`config.mk`:
```
export PLATFORM = sky130hd
export DESIGN_NAME = display_host_interface
export DESIGN_NICKNAME = d
export VERILOG_FILES = /design/src/design/disp_host_pkg.sv /design/src/design/display_host_interface.sv
export SDC_FILE = /design/constraint.sdc
export NUM_CORES = 1
export LEC_CHECK = 0
export BUFFER_PORTS_ARGS = -buffer_cell sky130_fd_sc_hd__buf_2
export CAP_MARGIN = 20
export CORE_MARGIN = 5
export CORE_UTILIZATION = 58
export DETAILED_ROUTE_END_ITERATION = 16
export GPL_TIMING_DRIVEN = 0
export PLACE_DENSITY = 0.94
export REMOVE_ABC_BUFFERS = 1
export SLEW_MARGIN = 20
export SYNTH_ARGS = -nofsm -noshare
export SYNTH_HDL_FRONTEND = slang
export SYNTH_SLANG_ARGS = --single-unit
```
`constraint.sdc`:
```
create_clock -name core_clk -period 2.7 [get_ports core_clk]
set_input_delay 0.135 -clock core_clk [delete_from_list [all_inputs] [get_ports core_clk]]
set_output_delay 0.135 -clock core_clk [all_outputs]
set_load 0.02 [all_outputs]
```
`src/design/disp_host_pkg.sv`:
```
// constants and carrier types for the display host port
// How it works
// two straps pick serial, enable-style or strobe-style parallel port
// while reset_n_in is low all port state except the pin synchronisers is initialised
// all bus activity is ignored unless chip select is low
// enable-style: enable going high with select low starts an access
// enable-style: direction high means read, low means write
// strobe-style: low read strobe with select low starts a read
// strobe-style: low write strobe with select low starts a write
// data/command high sends the byte to display memory
// data/command low sends the byte to the command register
// eight bit two-way data bus, driven only during reads
// serial mode: data bit one is serial data, bit zero serial clock
// reset clears the partial serial shift register
// reset clears the column counter and turns the display off
// serial bytes shift msb first on rising clock, eight edges per byte
// parallel writes latch data and selector at the strobe trailing edge
package disp_host_pkg;
   localparam int DATA_W = 8;
   localparam int COL_W = 7;
   localparam logic [COL_W-1:0] COL_RESET = 7'h00;
   localparam logic [COL_W-1:0] COL_LAST = 7'h5f;
   localparam logic [2:0] BIT_LAST = 3'h7;
   localparam int SERIAL_DATA_IN_BIT = 1;
   localparam int SCLK_BIT = 0;
   localparam logic [DATA_W-1:0] CMD_DISP_OFF = 8'hae;
   localparam logic [DATA_W-1:0] CMD_DISP_ON = 8'haf;

   typedef enum logic [2:0] {
      MODE_SERIAL = 3'b001,
      MODE_ENABLE = 3'b010,
      MODE_STROBE = 3'b100
   } mode_e;

   typedef struct packed {
      logic is_data;
      logic [DATA_W-1:0] value;
   } host_byte_s;
endpackage

```
`src/design/display_host_interface.sv`:
```
// host port of the display controller: two parallel styles and a serial port
`timescale 1ns/100ps
`default_nettype none
module display_host_interface
(
   // clock and reset
   input wire logic core_clk,
   input wire logic rst,
   // host pins
   input wire logic reset_n_in,
   input wire logic iface_strap_a,
   input wire logic iface_strap_b,
   input wire logic chip_sel_n,
   input wire logic enable_or_rd_n,
   input wire logic dir_or_wr_n,
   input wire logic data_cmd_sel,
   input wire logic [disp_host_pkg::DATA_W-1:0] host_data_in,
   output logic [disp_host_pkg::DATA_W-1:0] host_data_out,
   output logic host_data_oe,
   // core side
   output disp_host_pkg::host_byte_s wr_byte,
   output logic wr_valid,
   output logic rd_strobe,
   input wire logic [disp_host_pkg::DATA_W-1:0] rd_value,
   output logic [disp_host_pkg::COL_W-1:0] col_addr,
   output logic display_on,
   output logic port_in_reset
);
   // seven control pins plus the data bus
   localparam int NSYNC = 7 + disp_host_pkg::DATA_W;

   // two-stage synchronisers for all pins
   logic [NSYNC-1:0] s1_ff, s2_ff;
   always_ff @(posedge core_clk)
   begin
      if (rst)
      begin
         s1_ff <= '0;
         s2_ff <= '0;
      end
      else
      begin
         s1_ff <= {reset_n_in, iface_strap_a, iface_strap_b, chip_sel_n, enable_or_rd_n,
                   dir_or_wr_n, data_cmd_sel, host_data_in};
         s2_ff <= s1_ff;
      end
   end

   logic rn_s, sa_s, sb_s, cs_n_s, e_s, rw_s, dc_s;
   logic [disp_host_pkg::DATA_W-1:0] d_s;
   assign {rn_s, sa_s, sb_s, cs_n_s, e_s, rw_s, dc_s, d_s} = s2_ff;

   logic init;
   assign init = rst | ~rn_s;
   assign port_in_reset = init;

   // mode from straps; the invalid a=1,b=0 falls back to serial
   disp_host_pkg::mode_e mode;
   always_comb
   begin
      case ({sa_s, sb_s})
         2'b01: mode = disp_host_pkg::MODE_ENABLE;
         2'b11: mode = disp_host_pkg::MODE_STROBE;
         default: mode = disp_host_pkg::MODE_SERIAL;
      endcase
   end

   // access-active levels per style
   logic sel, en_rd, en_wr, st_rd, st_wr, acc_rd, acc_wr;
   assign sel = ~cs_n_s;
   assign en_rd = sel & e_s & rw_s;
   assign en_wr = sel & e_s & ~rw_s;
   assign st_rd = sel & ~e_s;
   assign st_wr = sel & ~rw_s;
   assign acc_rd = (mode == disp_host_pkg::MODE_ENABLE) ? en_rd :
                   (mode == disp_host_pkg::MODE_STROBE) ? st_rd : 1'b0;
   assign acc_wr = (mode == disp_host_pkg::MODE_ENABLE) ? en_wr :
                   (mode == disp_host_pkg::MODE_STROBE) ? st_wr : 1'b0;

   logic rd_ff, wr_ff, dc_hold_ff;
   logic [disp_host_pkg::DATA_W-1:0] d_hold_ff;
   always_ff @(posedge core_clk)
   begin
      if (init)
      begin
         rd_ff <= 1'b0;
         wr_ff <= 1'b0;
         d_hold_ff <= '0;
         dc_hold_ff <= 1'b0;
      end
      else
      begin
         rd_ff <= acc_rd;
         wr_ff <= acc_wr;
         if (acc_wr)
         begin
            d_hold_ff <= d_s;
            dc_hold_ff <= dc_s;
         end
      end
   end

   logic par_wr_done;
   assign par_wr_done = wr_ff & ~acc_wr;
   assign rd_strobe = acc_rd & ~rd_ff;

   // serial receiver
   logic sclk_d_ff;
   logic [2:0] bit_cnt_ff;
   logic [disp_host_pkg::DATA_W-2:0] shift_ff;
   logic ser_rise, ser_done;
   assign ser_rise = (mode == disp_host_pkg::MODE_SERIAL) & sel
                     & d_s[disp_host_pkg::SCLK_BIT] & ~sclk_d_ff;
   assign ser_done = ser_rise & (bit_cnt_ff == disp_host_pkg::BIT_LAST);
   always_ff @(posedge core_clk)
   begin
      if (init)
      begin
         sclk_d_ff <= 1'b0;
         bit_cnt_ff <= '0;
         shift_ff <= '0;
      end
      else
      begin
         sclk_d_ff <= d_s[disp_host_pkg::SCLK_BIT];
         if (!sel)
            bit_cnt_ff <= '0;
         else if (ser_rise)
         begin
            bit_cnt_ff <= bit_cnt_ff + 3'h1;
            shift_ff <= {shift_ff[disp_host_pkg::DATA_W-3:0], d_s[disp_host_pkg::SERIAL_DATA_IN_BIT]};
         end
      end
   end

   // byte output to the core
   disp_host_pkg::host_byte_s nxt_byte;
   always_comb
   begin
      nxt_byte.is_data = par_wr_done ? dc_hold_ff : dc_s;
      nxt_byte.value = par_wr_done ? d_hold_ff : {shift_ff, d_s[disp_host_pkg::SERIAL_DATA_IN_BIT]};
   end

   always_ff @(posedge core_clk)
   begin
      if (init)
      begin
         wr_byte <= '0;
         wr_valid <= 1'b0;
      end
      else
      begin
         wr_valid <= par_wr_done | ser_done;
         if (par_wr_done | ser_done)
            wr_byte <= nxt_byte;
      end
   end

   // column counter and display on/off
   always_ff @(posedge core_clk)
   begin
      if (init)
      begin
         col_addr <= disp_host_pkg::COL_RESET;
         display_on <= 1'b0;
      end
      else if (wr_valid)
      begin
         if (wr_byte.is_data)
            col_addr <= (col_addr == disp_host_pkg::COL_LAST) ? disp_host_pkg::COL_RESET : col_addr + 7'h01;
         else if (wr_byte.value == disp_host_pkg::CMD_DISP_ON)
            display_on <= 1'b1;
         else if (wr_byte.value == disp_host_pkg::CMD_DISP_OFF)
            display_on <= 1'b0;
      end
   end

   // read data drive
   always_ff @(posedge core_clk)
   begin
      if (init)
      begin
         host_data_out <= '0;
         host_data_oe <= 1'b0;
      end
      else
      begin
         host_data_oe <= acc_rd;
         if (rd_strobe)
            host_data_out <= rd_value;
      end
   end

   no_drive_idle_a: assert property (@(posedge core_clk) disable iff (rst)
      !acc_rd |=> !host_data_oe) else $error("bus driven outside read");
   no_sel_no_wr_a: assert property (@(posedge core_clk) disable iff (rst)
      cs_n_s |-> !acc_wr && !acc_rd) else $error("access while deselected");
   init_clear_a: assert property (@(posedge core_clk) disable iff (rst)
      !rn_s |=> col_addr == '0 && !display_on && bit_cnt_ff == '0) else $error("reset state wrong");
   wr_trail_a: assert property (@(posedge core_clk) disable iff (rst)
      $fell(wr_ff) && !$past(init) |-> ##0 wr_valid) else $error("write not issued at trailing edge");
   ser_byte_a: assert property (@(posedge core_clk) disable iff (init)
      ser_done |=> wr_valid && wr_byte.value[0] == $past(d_s[1])) else $error("serial byte lost");
   col_step_a: assert property (@(posedge core_clk) disable iff (init)
      wr_valid && wr_byte.is_data && col_addr != disp_host_pkg::COL_LAST |=> col_addr == $past(col_addr) + 7'h01)
      else $error("column did not advance");
   cmd_on_a: assert property (@(posedge core_clk) disable iff (init)
      wr_valid && !wr_byte.is_data && wr_byte.value == disp_host_pkg::CMD_DISP_ON |=> display_on)
      else $error("display on command ignored");
   en_read_a: assert property (@(posedge core_clk) disable iff (init)
      mode == disp_host_pkg::MODE_ENABLE && sel && e_s && rw_s |=> host_data_oe)
      else $error("enable-style read not driven");
   strobe_read_a: assert property (@(posedge core_clk) disable iff (init)
      mode == disp_host_pkg::MODE_STROBE && sel && !e_s |=> host_data_oe)
      else $error("strobe read not driven");
   serial_no_par_a: assert property (@(posedge core_clk) disable iff (init)
      mode == disp_host_pkg::MODE_SERIAL |-> !acc_wr && !acc_rd) else $error("parallel access in serial");
   strobe_wr_a: assert property (@(posedge core_clk) disable iff (init)
      mode == disp_host_pkg::MODE_STROBE && sel && !rw_s |-> acc_wr) else $error("strobe write missed");
   en_wr_a: assert property (@(posedge core_clk) disable iff (init)
      mode == disp_host_pkg::MODE_ENABLE && sel && e_s && !rw_s |-> acc_wr) else $error("enable write missed");

   cov_par_wr: cover property (@(posedge core_clk) par_wr_done);
   cov_ser_byte: cover property (@(posedge core_clk) ser_done);
   cov_read: cover property (@(posedge core_clk) rd_strobe);
   cov_disp_on: cover property (@(posedge core_clk) $rose(display_on));
endmodule // display_host_interface
`default_nettype wire

```
==> impl_metrics.csv, run 1 <==
group,metric,value,unit
synth,syn_area_per_cell,9.619,um^2
clock_network,clockRootBuffer,"clkbuf_8",
floorplan,core.rowCount,25,
timing,slew_viol_final,0,
drt,top_layer,"met4",
drt,wl_met2,3334,um
synth,synthCells,301,
synth,synth_edf_count,0,
clock_network,h-tree-depth,3,
clock_network,cts_max_path_buffers,2,
synth,synth_top_flop_cell,"dfxtp_1",
synth,netlist.area_leader.share,53.93,%
floorplan,core,0.004786,mm^2
worst_setup_path,crit_type,"reg -> out",
drt,drtPass1Iterations,4,
floorplan,ioPinCount,54,
timing,setup_viol,0,
drt,wirelength,6333,um
drt,num_vias,2349,
worst_setup_path,cp_max_fo,20,
timing,rsz0062_at_grt,"no",
global_route,antenna_found_initial,0,
synth,yosysSeqAreaShare,53.93,%
clock_network,clkTransAtPathRegs,0.07,ns
place,port_buffers,53,
worst_setup_path,cp_slowest_cell,"nor2b_2",
synth,yosys_warnings,0,
final_layout,drive_gt1_share,22.53,%
global_route,grt_pass1_vias,2280,
worst_setup_path,worst_ep_required_time,2.57,ns
synth,synth_area,0.002895,mm^2
timing,tightest_slew,1.022,ns
drt,wl_per_cell,14.69,um
floorplan,die_h,80.66,um
worst_setup_path,cp_num_buf_inv,2,
worst_setup_path,cp-end-kind,"output pin",
place,place_area,0.003159,mm^2
synth,ys_top_cells_by_area,"dfxtp_1 (54%), nor2b_1 (6.9%), nand2_1 (4.4%)",
place,routabilityCongestion,0.7758,
floorplan,start_util,60.50,%
timing,fin_ws,0.2690,ns
hold_path,hp-class,"in -> reg",
clock_network,clk_latency,0.36,ns
place,dp_slack,-0.2583,ns
pwr,p_leak,1.312,nW
timing,hold_viol,0,
synth,synth_async_sr_flop_share,0,%
place,dp_hpwl,3918,um
final_layout,antenna_cells,0,
drt,wl_met1,2466,um
timing,slew-limit-headroom,31.58,%
drt,drc,0,
clock_network,cts_tree,"yes",
synth,synth_top_cell_by_area,"dfxtp_1",
pwr,p_per_area,653.1,mW/mm^2
final_layout,postLayoutCoreUtil,73.91,%
timing,fin_skew,0.006992,ns
worst_setup_path,crit_chain,"nor2b_2 > clkinvlp_4 > buf_2",
flow_run,cap_viol_max_count,0,
drt,drt_first_iter_violations,274,
pwr,ir_worst_vdd,0.0004309,V
drt,wl_met3,418,um
floorplan,die_w,80.66,um
timing,fin_crit_sh,90.04,%
clock_network,numClockSinks,78,
final_layout,final_nets,388,
floorplan,die_area,0.006505,mm^2
worst_setup_path,arrival,2.30,ns
global_route,grt_max_degree,39,
timing,period_minus_slack,2.431,ns
timing,fmax,0.4114,GHz
worst_setup_path,start_kind,"flop",
global_route,grt.total_usage,20.84,%
global_route,grt_pass1_wl,10250,um
drt,via_per_inst,5.450,
final_layout,design_area,0.003537,mm^2
clock_network,numCtsBuffers,9,
synth,synthDistinctLibCells,40,
synth,synth-seq-cells,78,
run_status,status,"completed",
drt,ant_nets,0,
worst_setup_path,slowest_delay,0.69,ns
worst_setup_path,crit_family,"buffers and inverters",
global_route,overflow,0,
final_layout,area_growth,22.17,%
## path summary, 6_finish.rpt
path | start | to | slack [ns] | depth (start not counted)
setup / recovery | s2_ff[14]$_SDFF_PP0_ | port_in_reset | 0.27 | 3
hold / removal | host_data_in[6] | s1_ff[6]$_SDFF_PP0_ | 0.009 | 2
setup reg to reg | s2_ff[14]$_SDFF_PP0_ | wr_ff$_SDFF_PP0_ | 0.29 | 3
hold reg to reg | s1_ff[7]$_SDFF_PP0_ | s2_ff[7]$_SDFF_PP0_ | 0.44 | 1
## Yosys cell counts (all sizes together) (2+ instances only)
master   number
dfxtp        78
nand2        34
nor2b        32
a21oi        23
o21ai        23
nand3        21
buf          11
clkbuf       10
mux2i        10
a211oi        9
a311oi        9
inv           6
nor3          4
ha            3
nor2          3
a2111oi       2
nand4         2
or3           2
or4b          2
xnor2         2
## layout make-up
cell class,instances,area [um^2]
flip-flops and latches,78,1562
fillers,333,1249
multi-input cells,195,1209
repair buffers,68,411.6
clock buffers,11,141.4
clock inverters,4,95.09
well taps,67,83.83
inverters,7,30.03
repair inverters,1,5.005
## layer usage
metal / track usage, % / up-vias
met1: 23.87 / 1095
li1: - / 1168
met4: 10.30 / 0
met5: 0 / -
met2: 35.43 / 76
met3: 5.830 / 10
## power by group
group          leakage, nW  switching [W]  internal [W]  total [W]
sequential           0.635     0.00000943       0.00117    0.00118
clock                0.119       0.000405      0.000633    0.00104
combinational        0.558      0.0000469     0.0000447  0.0000915
total                 1.31       0.000462       0.00185    0.00231
## sequential cells by signal, indices dropped and copies added, names as in the netlist
name / flops
d_hold_ff: 8
s2_ff: 15
col_addr: 7
wr_valid: 1
wr_byte: 9
host_data_out: 8
s1_ff: 15
dc_hold_ff: 1
sclk_d_ff: 1
host_data_oe: 1
wr_ff: 1
display_on: 1
shift_ff: 7
bit_cnt_ff: 3
## layout by cell type (no fill, tap or decap), types with 2 or more instances in the layout
master	instances
o21ai_2	2
o21ai_0	19
xnor2_1	2
dfxtp_1	78
nor2_1	3
a21oi_1	23
or3_1	2
a311oi_1	9
ha_1	3
nor2b_1	31
mux2i_1	10
nand3_1	21
dlygate4sd3_1	13
nor3_1	4
clkbuf_8	10
nand2_1	34
buf_2	54
inv_1	5
nand4_1	2
a211oi_1	9
bufinv_16	3
o21ai_1	2
## stage by stage
step	TNS, ns	std cells	hold slack [ns]	power, W
finish	0	431	0.009064	0.002310
global route	0	431	0.01680	0.002392
CTS	0	428	0.004480	0.002314
detailed placement	-0.5714	402	0.3476	0.001281
global placement	-7.055	400	0.3435	0.001274
floorplan	-9.386	280	0.2066	0.001244
## worst register-to-register path, delay by kind of cell (launching register included)
kind | cells | cell delay (ns)
buffers and inverters | 1 | 0.93
flip-flops | 1 | 0.33
AND/OR/NAND/NOR | 2 | 1.06
## timing repair
item / 4_1_cts / 5_1_grt
hold buffers: 11 / 2
setup endpoints to repair: 2 / 19
gates resized for setup: 1 / 1
setup buffers: 0 / 0
hold endpoints to repair: 11 / 2
gates cloned: 0 / 1
## cells by family (layout without fill, tap and decap cells)
kind of cell             Yosys count  in the layout  share of synthesized area, %
AND/OR/NAND/NOR                  111            111                         21.00
flip-flops                        78             78                         53.93
AO/OA/AOI/OAI                     68             68                         14.48
buffers and inverters             28             91                         4.926
multiplexers                      10             10                         3.457
adder cells (fa/ha/maj)            3              3                         1.297
XOR/XNOR                           3              3                        0.9077
Power figures use the tool's default switching activity.
==> run 2, diff against run 1 <==
--- a/config.mk
+++ b/config.mk
@@ -11,7 +11,7 @@
 export CORE_UTILIZATION = 58
 export DETAILED_ROUTE_END_ITERATION = 16
 export GPL_TIMING_DRIVEN = 0
-export PLACE_DENSITY = 0.94
+export PLACE_DENSITY = 0.85
 export REMOVE_ABC_BUFFERS = 1
 export SLEW_MARGIN = 20
 export SYNTH_ARGS = -nofsm -noshare
==> run 2 against run 1 <==
Net effect:
- the flow now finishes with violations (hold timing)
- clock skew shrank 0.0017 ns
- routed wire length shrank 8.5%
- final cell count is 0.46% higher
- utilization decreased by 1.1 points
- worst hold slack got worse by 0.010 ns
- combinational power down 2%
- cell area fell by 1.5%
- largest cell class unchanged
==> impl_metrics.csv, run 2 (same netlist as run 1, synthesis figures left out) <==
group,metric,value,unit
pwr,p_per_area,591.8,mW/mm^2
final_layout,final_nets,389,
final_layout,design_area,0.003486,mm^2
run_status,status,"finished, violations left",
floorplan,start_util,60.50,%
worst_setup_path,cp_max_fo,20,
place,dp.cells,403,
final_layout,final_cell_mix,"dfxtp_1 (78), buf_2 (55), nand2_1 (34)",
final_layout,antenna_cells,0,
final_layout,area_growth,20.40,%
timing,rsz0062_at_grt,"no",
drt,num_vias,2296,
global_route,grt_pass1_wl,9701,um
final_layout,postLayoutCoreUtil,72.84,%
clock_network,clockRootBuffer,"clkbuf_8",
hold_path,holdPathStages,2,
place,routabilityCongestion,0.7660,
floorplan,die_w,80.66,um
timing,period_minus_slack,2.358,ns
hold_path,hp-start,"data_cmd_sel",
clock_network,numClockSinks,78,
worst_setup_path,arrival,2.22,ns
flow_run,cap_viol_max_count,0,
pwr,p_leak,1.289,nW
worst_setup_path,cp-end-kind,"output pin",
global_route,overflow,0,
worst_setup_path,r2r_slack,0.37,ns
final_layout,largestRegisters,"s1_ff x15, s2_ff x15, wr_byte x9",
timing,finalSetupTns,0,ns
clock_network,clkTransAtPathRegs,0.07,ns
place,dp_hpwl,3591,um
floorplan,die_h,80.66,um
clock_network,clk_latency,0.35,ns
clock_network,cts_tree,"yes",
timing,fmax,0.4242,GHz
drt,drtPass1Iterations,4,
clock_network,h-tree-depth,3,
global_route,grt.total_usage,19.38,%
floorplan,ioPinCount,54,
drt,ant_nets,0,
drt,via_per_inst,5.303,
drt,drc,0,
timing,fin_crit_sh,87.32,%
floorplan,core.rowCount,25,
hold_path,hp-class,"in -> reg",
worst_setup_path,start_kind,"flop",
worst_setup_path,reg2reg_to,"shift_ff[5]$_SDFFE_PP0P_",
final_layout,layout_commonest_cell,"dfxtp_1",
timing,tightest_slew,0.9869,ns
pwr,ir_worst_vdd,0.0005047,V
worst_setup_path,r2r_start,"s2_ff[14]$_SDFF_PP0_",
clock_network,numCtsBuffers,9,
global_route,grt_pass1_vias,2194,
timing,slew_viol_final,0,
place,dp_slack,-0.1912,ns
final_layout,drive_gt1_share,22.13,%
place,port_buffers,53,
final_layout,layout.cells.non_filler,433,
global_route,antenna_found_initial,0,
timing,setup_viol,0,
worst_setup_path,reg2regPathDepth,3,
drt,wirelength,5793,um
worst_setup_path,worst_ep_required_time,2.57,ns
run_status,violations,"hold timing",
timing,hold_viol,1,
clock_network,cts_max_path_buffers,2,
timing,finalHoldWorstSlack,-0.001164,ns
timing,fin_ws,0.3424,ns
floorplan,core,0.004786,mm^2
global_route,grt_max_degree,32,
hold_path,worstHoldEndpoint,"s1_ff[8]$_SDFF_PP0_",
timing,slew-limit-headroom,33.92,%
timing,fin_skew,0.005338,ns
clock_network,cts_setup_buffers,0,
floorplan,die_area,0.006505,mm^2
drt,wl_per_cell,13.38,um
drt,drt_first_iter_violations,194,
worst_setup_path,crit_type,"reg -> out",
place,place_area,0.003164,mm^2
run 2: stage by stage:
| step | total power [W] | hold slack [ns] |
|---|---|---|
| 3_3_place_gp | 0.001275 | 0.3422 |
| 3_5_place_dp | 0.001281 | 0.3482 |
| 5_1_grt | 0.002138 | 0.009921 |
| 4_1_cts | 0.002073 | 0.01157 |
| 6_report | 0.002063 | -0.001164 |
| 2_1_floorplan | 0.001244 | 0.2066 |
run 2: power by group:
part / switching (W) / internal [W]
Sequential: 0.00000947 / 0.00117
Clock: 0.000380 / 0.000412
Combinational: 0.0000455 / 0.0000447
run 2: worst max-delay path by stage:
stage / startpoint / endpoint / depth (start not counted)
after global routing: s2_ff[14]$_SDFF_PP0_ / col_addr[4]$_SDFFE_PP0P_ / 3
after global placement: s2_ff[10]$_SDFF_PP0_ / rd_strobe / 3
after detailed placement: rst / host_data_oe$_SDFF_PP0_ / 4
final: s2_ff[14]$_SDFF_PP0_ / port_in_reset / 3
after floorplan: s2_ff[10]$_SDFF_PP0_ / host_data_out[0]$_SDFFE_PP0P_ / 3
after CTS: s2_ff[14]$_SDFF_PP0_ / port_in_reset / 3
run 2: critical path, cell delays in order (launching register included):
cell and delay, ns:
dfxtp_1 0.31, nor2b_2 0.66, clkinvlp_4 0.59, buf_2 0.30
run 2: cell type report:
type / instances / area [um^2]
inverters: 7 / 30.03
repair inverters: 1 / 5.005
repair buffers: 69 / 416.7
fillers: 352 / 1300
well taps: 67 / 83.83
flip-flops and latches: 78 / 1562
multi-input cells: 195 / 1209
clock buffers: 16 / 180.2
run 2: timing repair:
item                                   4_1_cts  5_1_grt
gates resized for setup                      2        0
hold buffers                                13        0
endpoints found under the hold margin       13        0
setup endpoints to repair                    2        0
run 2: layer usage:
layer / GRT usage [%] / up-vias / share of wire, % / routed length (um)
li1: - / 1171 / - / -
met1: 21.97 / 1053 / 43 / 2513
met2: 32.20 / 56 / 49 / 2831
met3: 5.157 / 16 / 5.4 / 310
met4: 11.99 / 0 / 2.4 / 138
met5: 0 / - / 0 / 0
==> run 3, diff against run 2 <==
==> constraint.sdc (replaced) <==
create_clock -name core_clk -period 2.7 [get_ports core_clk]
set_input_delay 0.135 -clock core_clk [delete_from_list [all_inputs] [get_ports core_clk]]
set_output_delay 0.135 -clock core_clk [all_outputs]
set_load 0.005 [all_outputs]
==> run 3 against run 2 <==
Net effect:
- first-iteration DRC count unchanged
- clock power about the same
- sequential cell count unchanged
- the flow still finishes with violations (hold timing)
- clock-buffer cell count unchanged
==> impl_metrics.csv, run 3 (same netlist as run 1, synthesis figures left out) <==
group,metric,value,unit
clock_network,clkTransAtPathRegs,0.07,ns
place,routabilityCongestion,0.7660,
floorplan,die_w,80.66,um
hold_path,hp-class,"in -> reg",
clock_network,clk_latency,0.35,ns
pwr,p_leak,1.289,nW
final_layout,antenna_cells,0,
worst_setup_path,arrival,2.59,ns
final_layout,area_growth,20.40,%
worst_setup_path,cp_slowest_cell,"clkinvlp_2",
final_layout,largestRegisters,"s1_ff x15, s2_ff x15, wr_byte x9",
floorplan,ioPinCount,54,
worst_setup_path,slowest_delay,0.93,ns
global_route,grt.total_usage,19.38,%
drt,ant_nets,0,
pwr,ir_worst_vdd,0.0005047,V
drt,drtPass1Iterations,4,
worst_setup_path,crit_family,"buffers and inverters",
final_layout,multiInputGateArea,0.001209,mm^2
final_layout,layout_commonest_cell,"dfxtp_1",
timing,slew_viol_final,0,
clock_network,h-tree-depth,3,
timing,fin_crit_sh,86.48,%
global_route,grt_max_degree,32,
final_layout,final_cell_mix,"dfxtp_1 (78), buf_2 (55), nand2_1 (34)",
drt,num_vias,2296,
place,dp_slack,-0.1912,ns
timing,tightest_slew,0.9869,ns
clock_network,numCtsBuffers,9,
floorplan,die_area,0.006505,mm^2
flow_run,cap_viol_max_count,0,
run_status,status,"finished, violations left",
global_route,antenna_found_initial,0,
timing,slew-limit-headroom,33.92,%
final_layout,drive_gt1_share,22.13,%
worst_setup_path,crit_type,"reg -> reg",
final_layout,layout.cells.non_filler,433,
floorplan,core.rowCount,25,
drt,drt_first_iter_violations,194,
clock_network,cts_setup_buffers,0,
clock_network,cts_tree,"yes",
place,port_buffers,53,
worst_setup_path,cp-end-kind,"flop",
worst_setup_path,start_kind,"flop",
run_status,violations,"hold timing",
timing,fin_skew,0.005338,ns
final_layout,seqCellArea,0.001562,mm^2
final_layout,postLayoutCoreUtil,72.84,%
timing,period_minus_slack,2.335,ns
drt,via_per_inst,5.303,
drt,wl_per_cell,13.38,um
timing,fin_ws,0.3650,ns
floorplan,start_util,60.50,%
timing,setup_viol,0,
floorplan,core,0.004786,mm^2
worst_setup_path,crit_chain,"nor2b_2 > clkinvlp_2 > a21oi_1",
timing,finalHoldWorstSlack,-0.001164,ns
place,dp.cells,403,
timing,rsz0062_at_grt,"no",
final_layout,final_nets,389,
final_layout,filler_cell_count,352,
worst_setup_path,cp_num_buf_inv,1,
timing,hold_viol,1,
drt,wirelength,5793,um
clock_network,numClockSinks,78,
drt,drc,0,
worst_setup_path,cp_max_fo,20,
timing,fmax,0.4283,GHz
clock_network,cts_max_path_buffers,2,
pwr,p_per_area,591.6,mW/mm^2
floorplan,die_h,80.66,um
clock_network,clockRootBuffer,"clkbuf_8",
global_route,grt_pass1_vias,2194,
global_route,overflow,0,
worst_setup_path,worst_ep_required_time,2.95,ns
global_route,grt_pass1_wl,9701,um
place,dp_hpwl,3591,um
==> run 3: stage by stage <==
step	total power, W	hold WS (ns)	TNS [ns]	cell area, um^2
floorplan	0.001243	0.2066	-2.932	2779
global placement	0.001274	0.3422	-7.137	3128
detailed placement	0.001280	0.3482	-0.5041	3164
CTS	0.002072	0.01157	0	3486
global route	0.002137	0.009921	0	3486
finish	0.002062	-0.001164	0	3486
==> run 3: final timing paths <==
kind / start / end / cells after the start / slack, ns
max: s2_ff[14]$_SDFF_PP0_ / shift_ff[5]$_SDFFE_PP0P_ / 3 / 0.37
min reg2reg: s1_ff[10]$_SDFF_PP0_ / s2_ff[10]$_SDFF_PP0_ / 1 / 0.43
max reg2reg: s2_ff[14]$_SDFF_PP0_ / shift_ff[5]$_SDFFE_PP0P_ / 3 / 0.37
min: data_cmd_sel / s1_ff[8]$_SDFF_PP0_ / 2 / -0.001
==> run 3: final cells by class <==
| class | instances | share of cell area [%] |
|---|---|---|
| Clock buffer | 16 | 5.169 |
| Inverter | 7 | 0.8615 |
| Multi-Input combinational cell | 195 | 34.67 |
| Sequential cell | 78 | 44.80 |
| Tap cell | 67 | 2.405 |
| Timing Repair Buffer | 69 | 11.95 |
| Timing Repair inverter | 1 | 0.1436 |
==> run 3: routing by layer <==
metal	vias to the layer above	share of wire, %	GRT usage, %
li1	1171	-	-
met5	-	0	0
met4	0	2.4	11.99
met1	1053	43	21.97
met2	56	49	32.20
met3	16	5.4	5.157
==> run 3: report_power, final <==
group	switching [W]	internal [W]
registers	0.00000947	0.00117
logic	0.0000447	0.0000446
clock network	0.000380	0.000412
total	0.000435	0.00163
==> run 3: repair_timing <==
item / CTS / global route
hold buffers: 13 / 0
endpoints found under the hold margin: 13 / 0
endpoints found under the setup margin: 2 / 0
resized for setup: 2 / 0
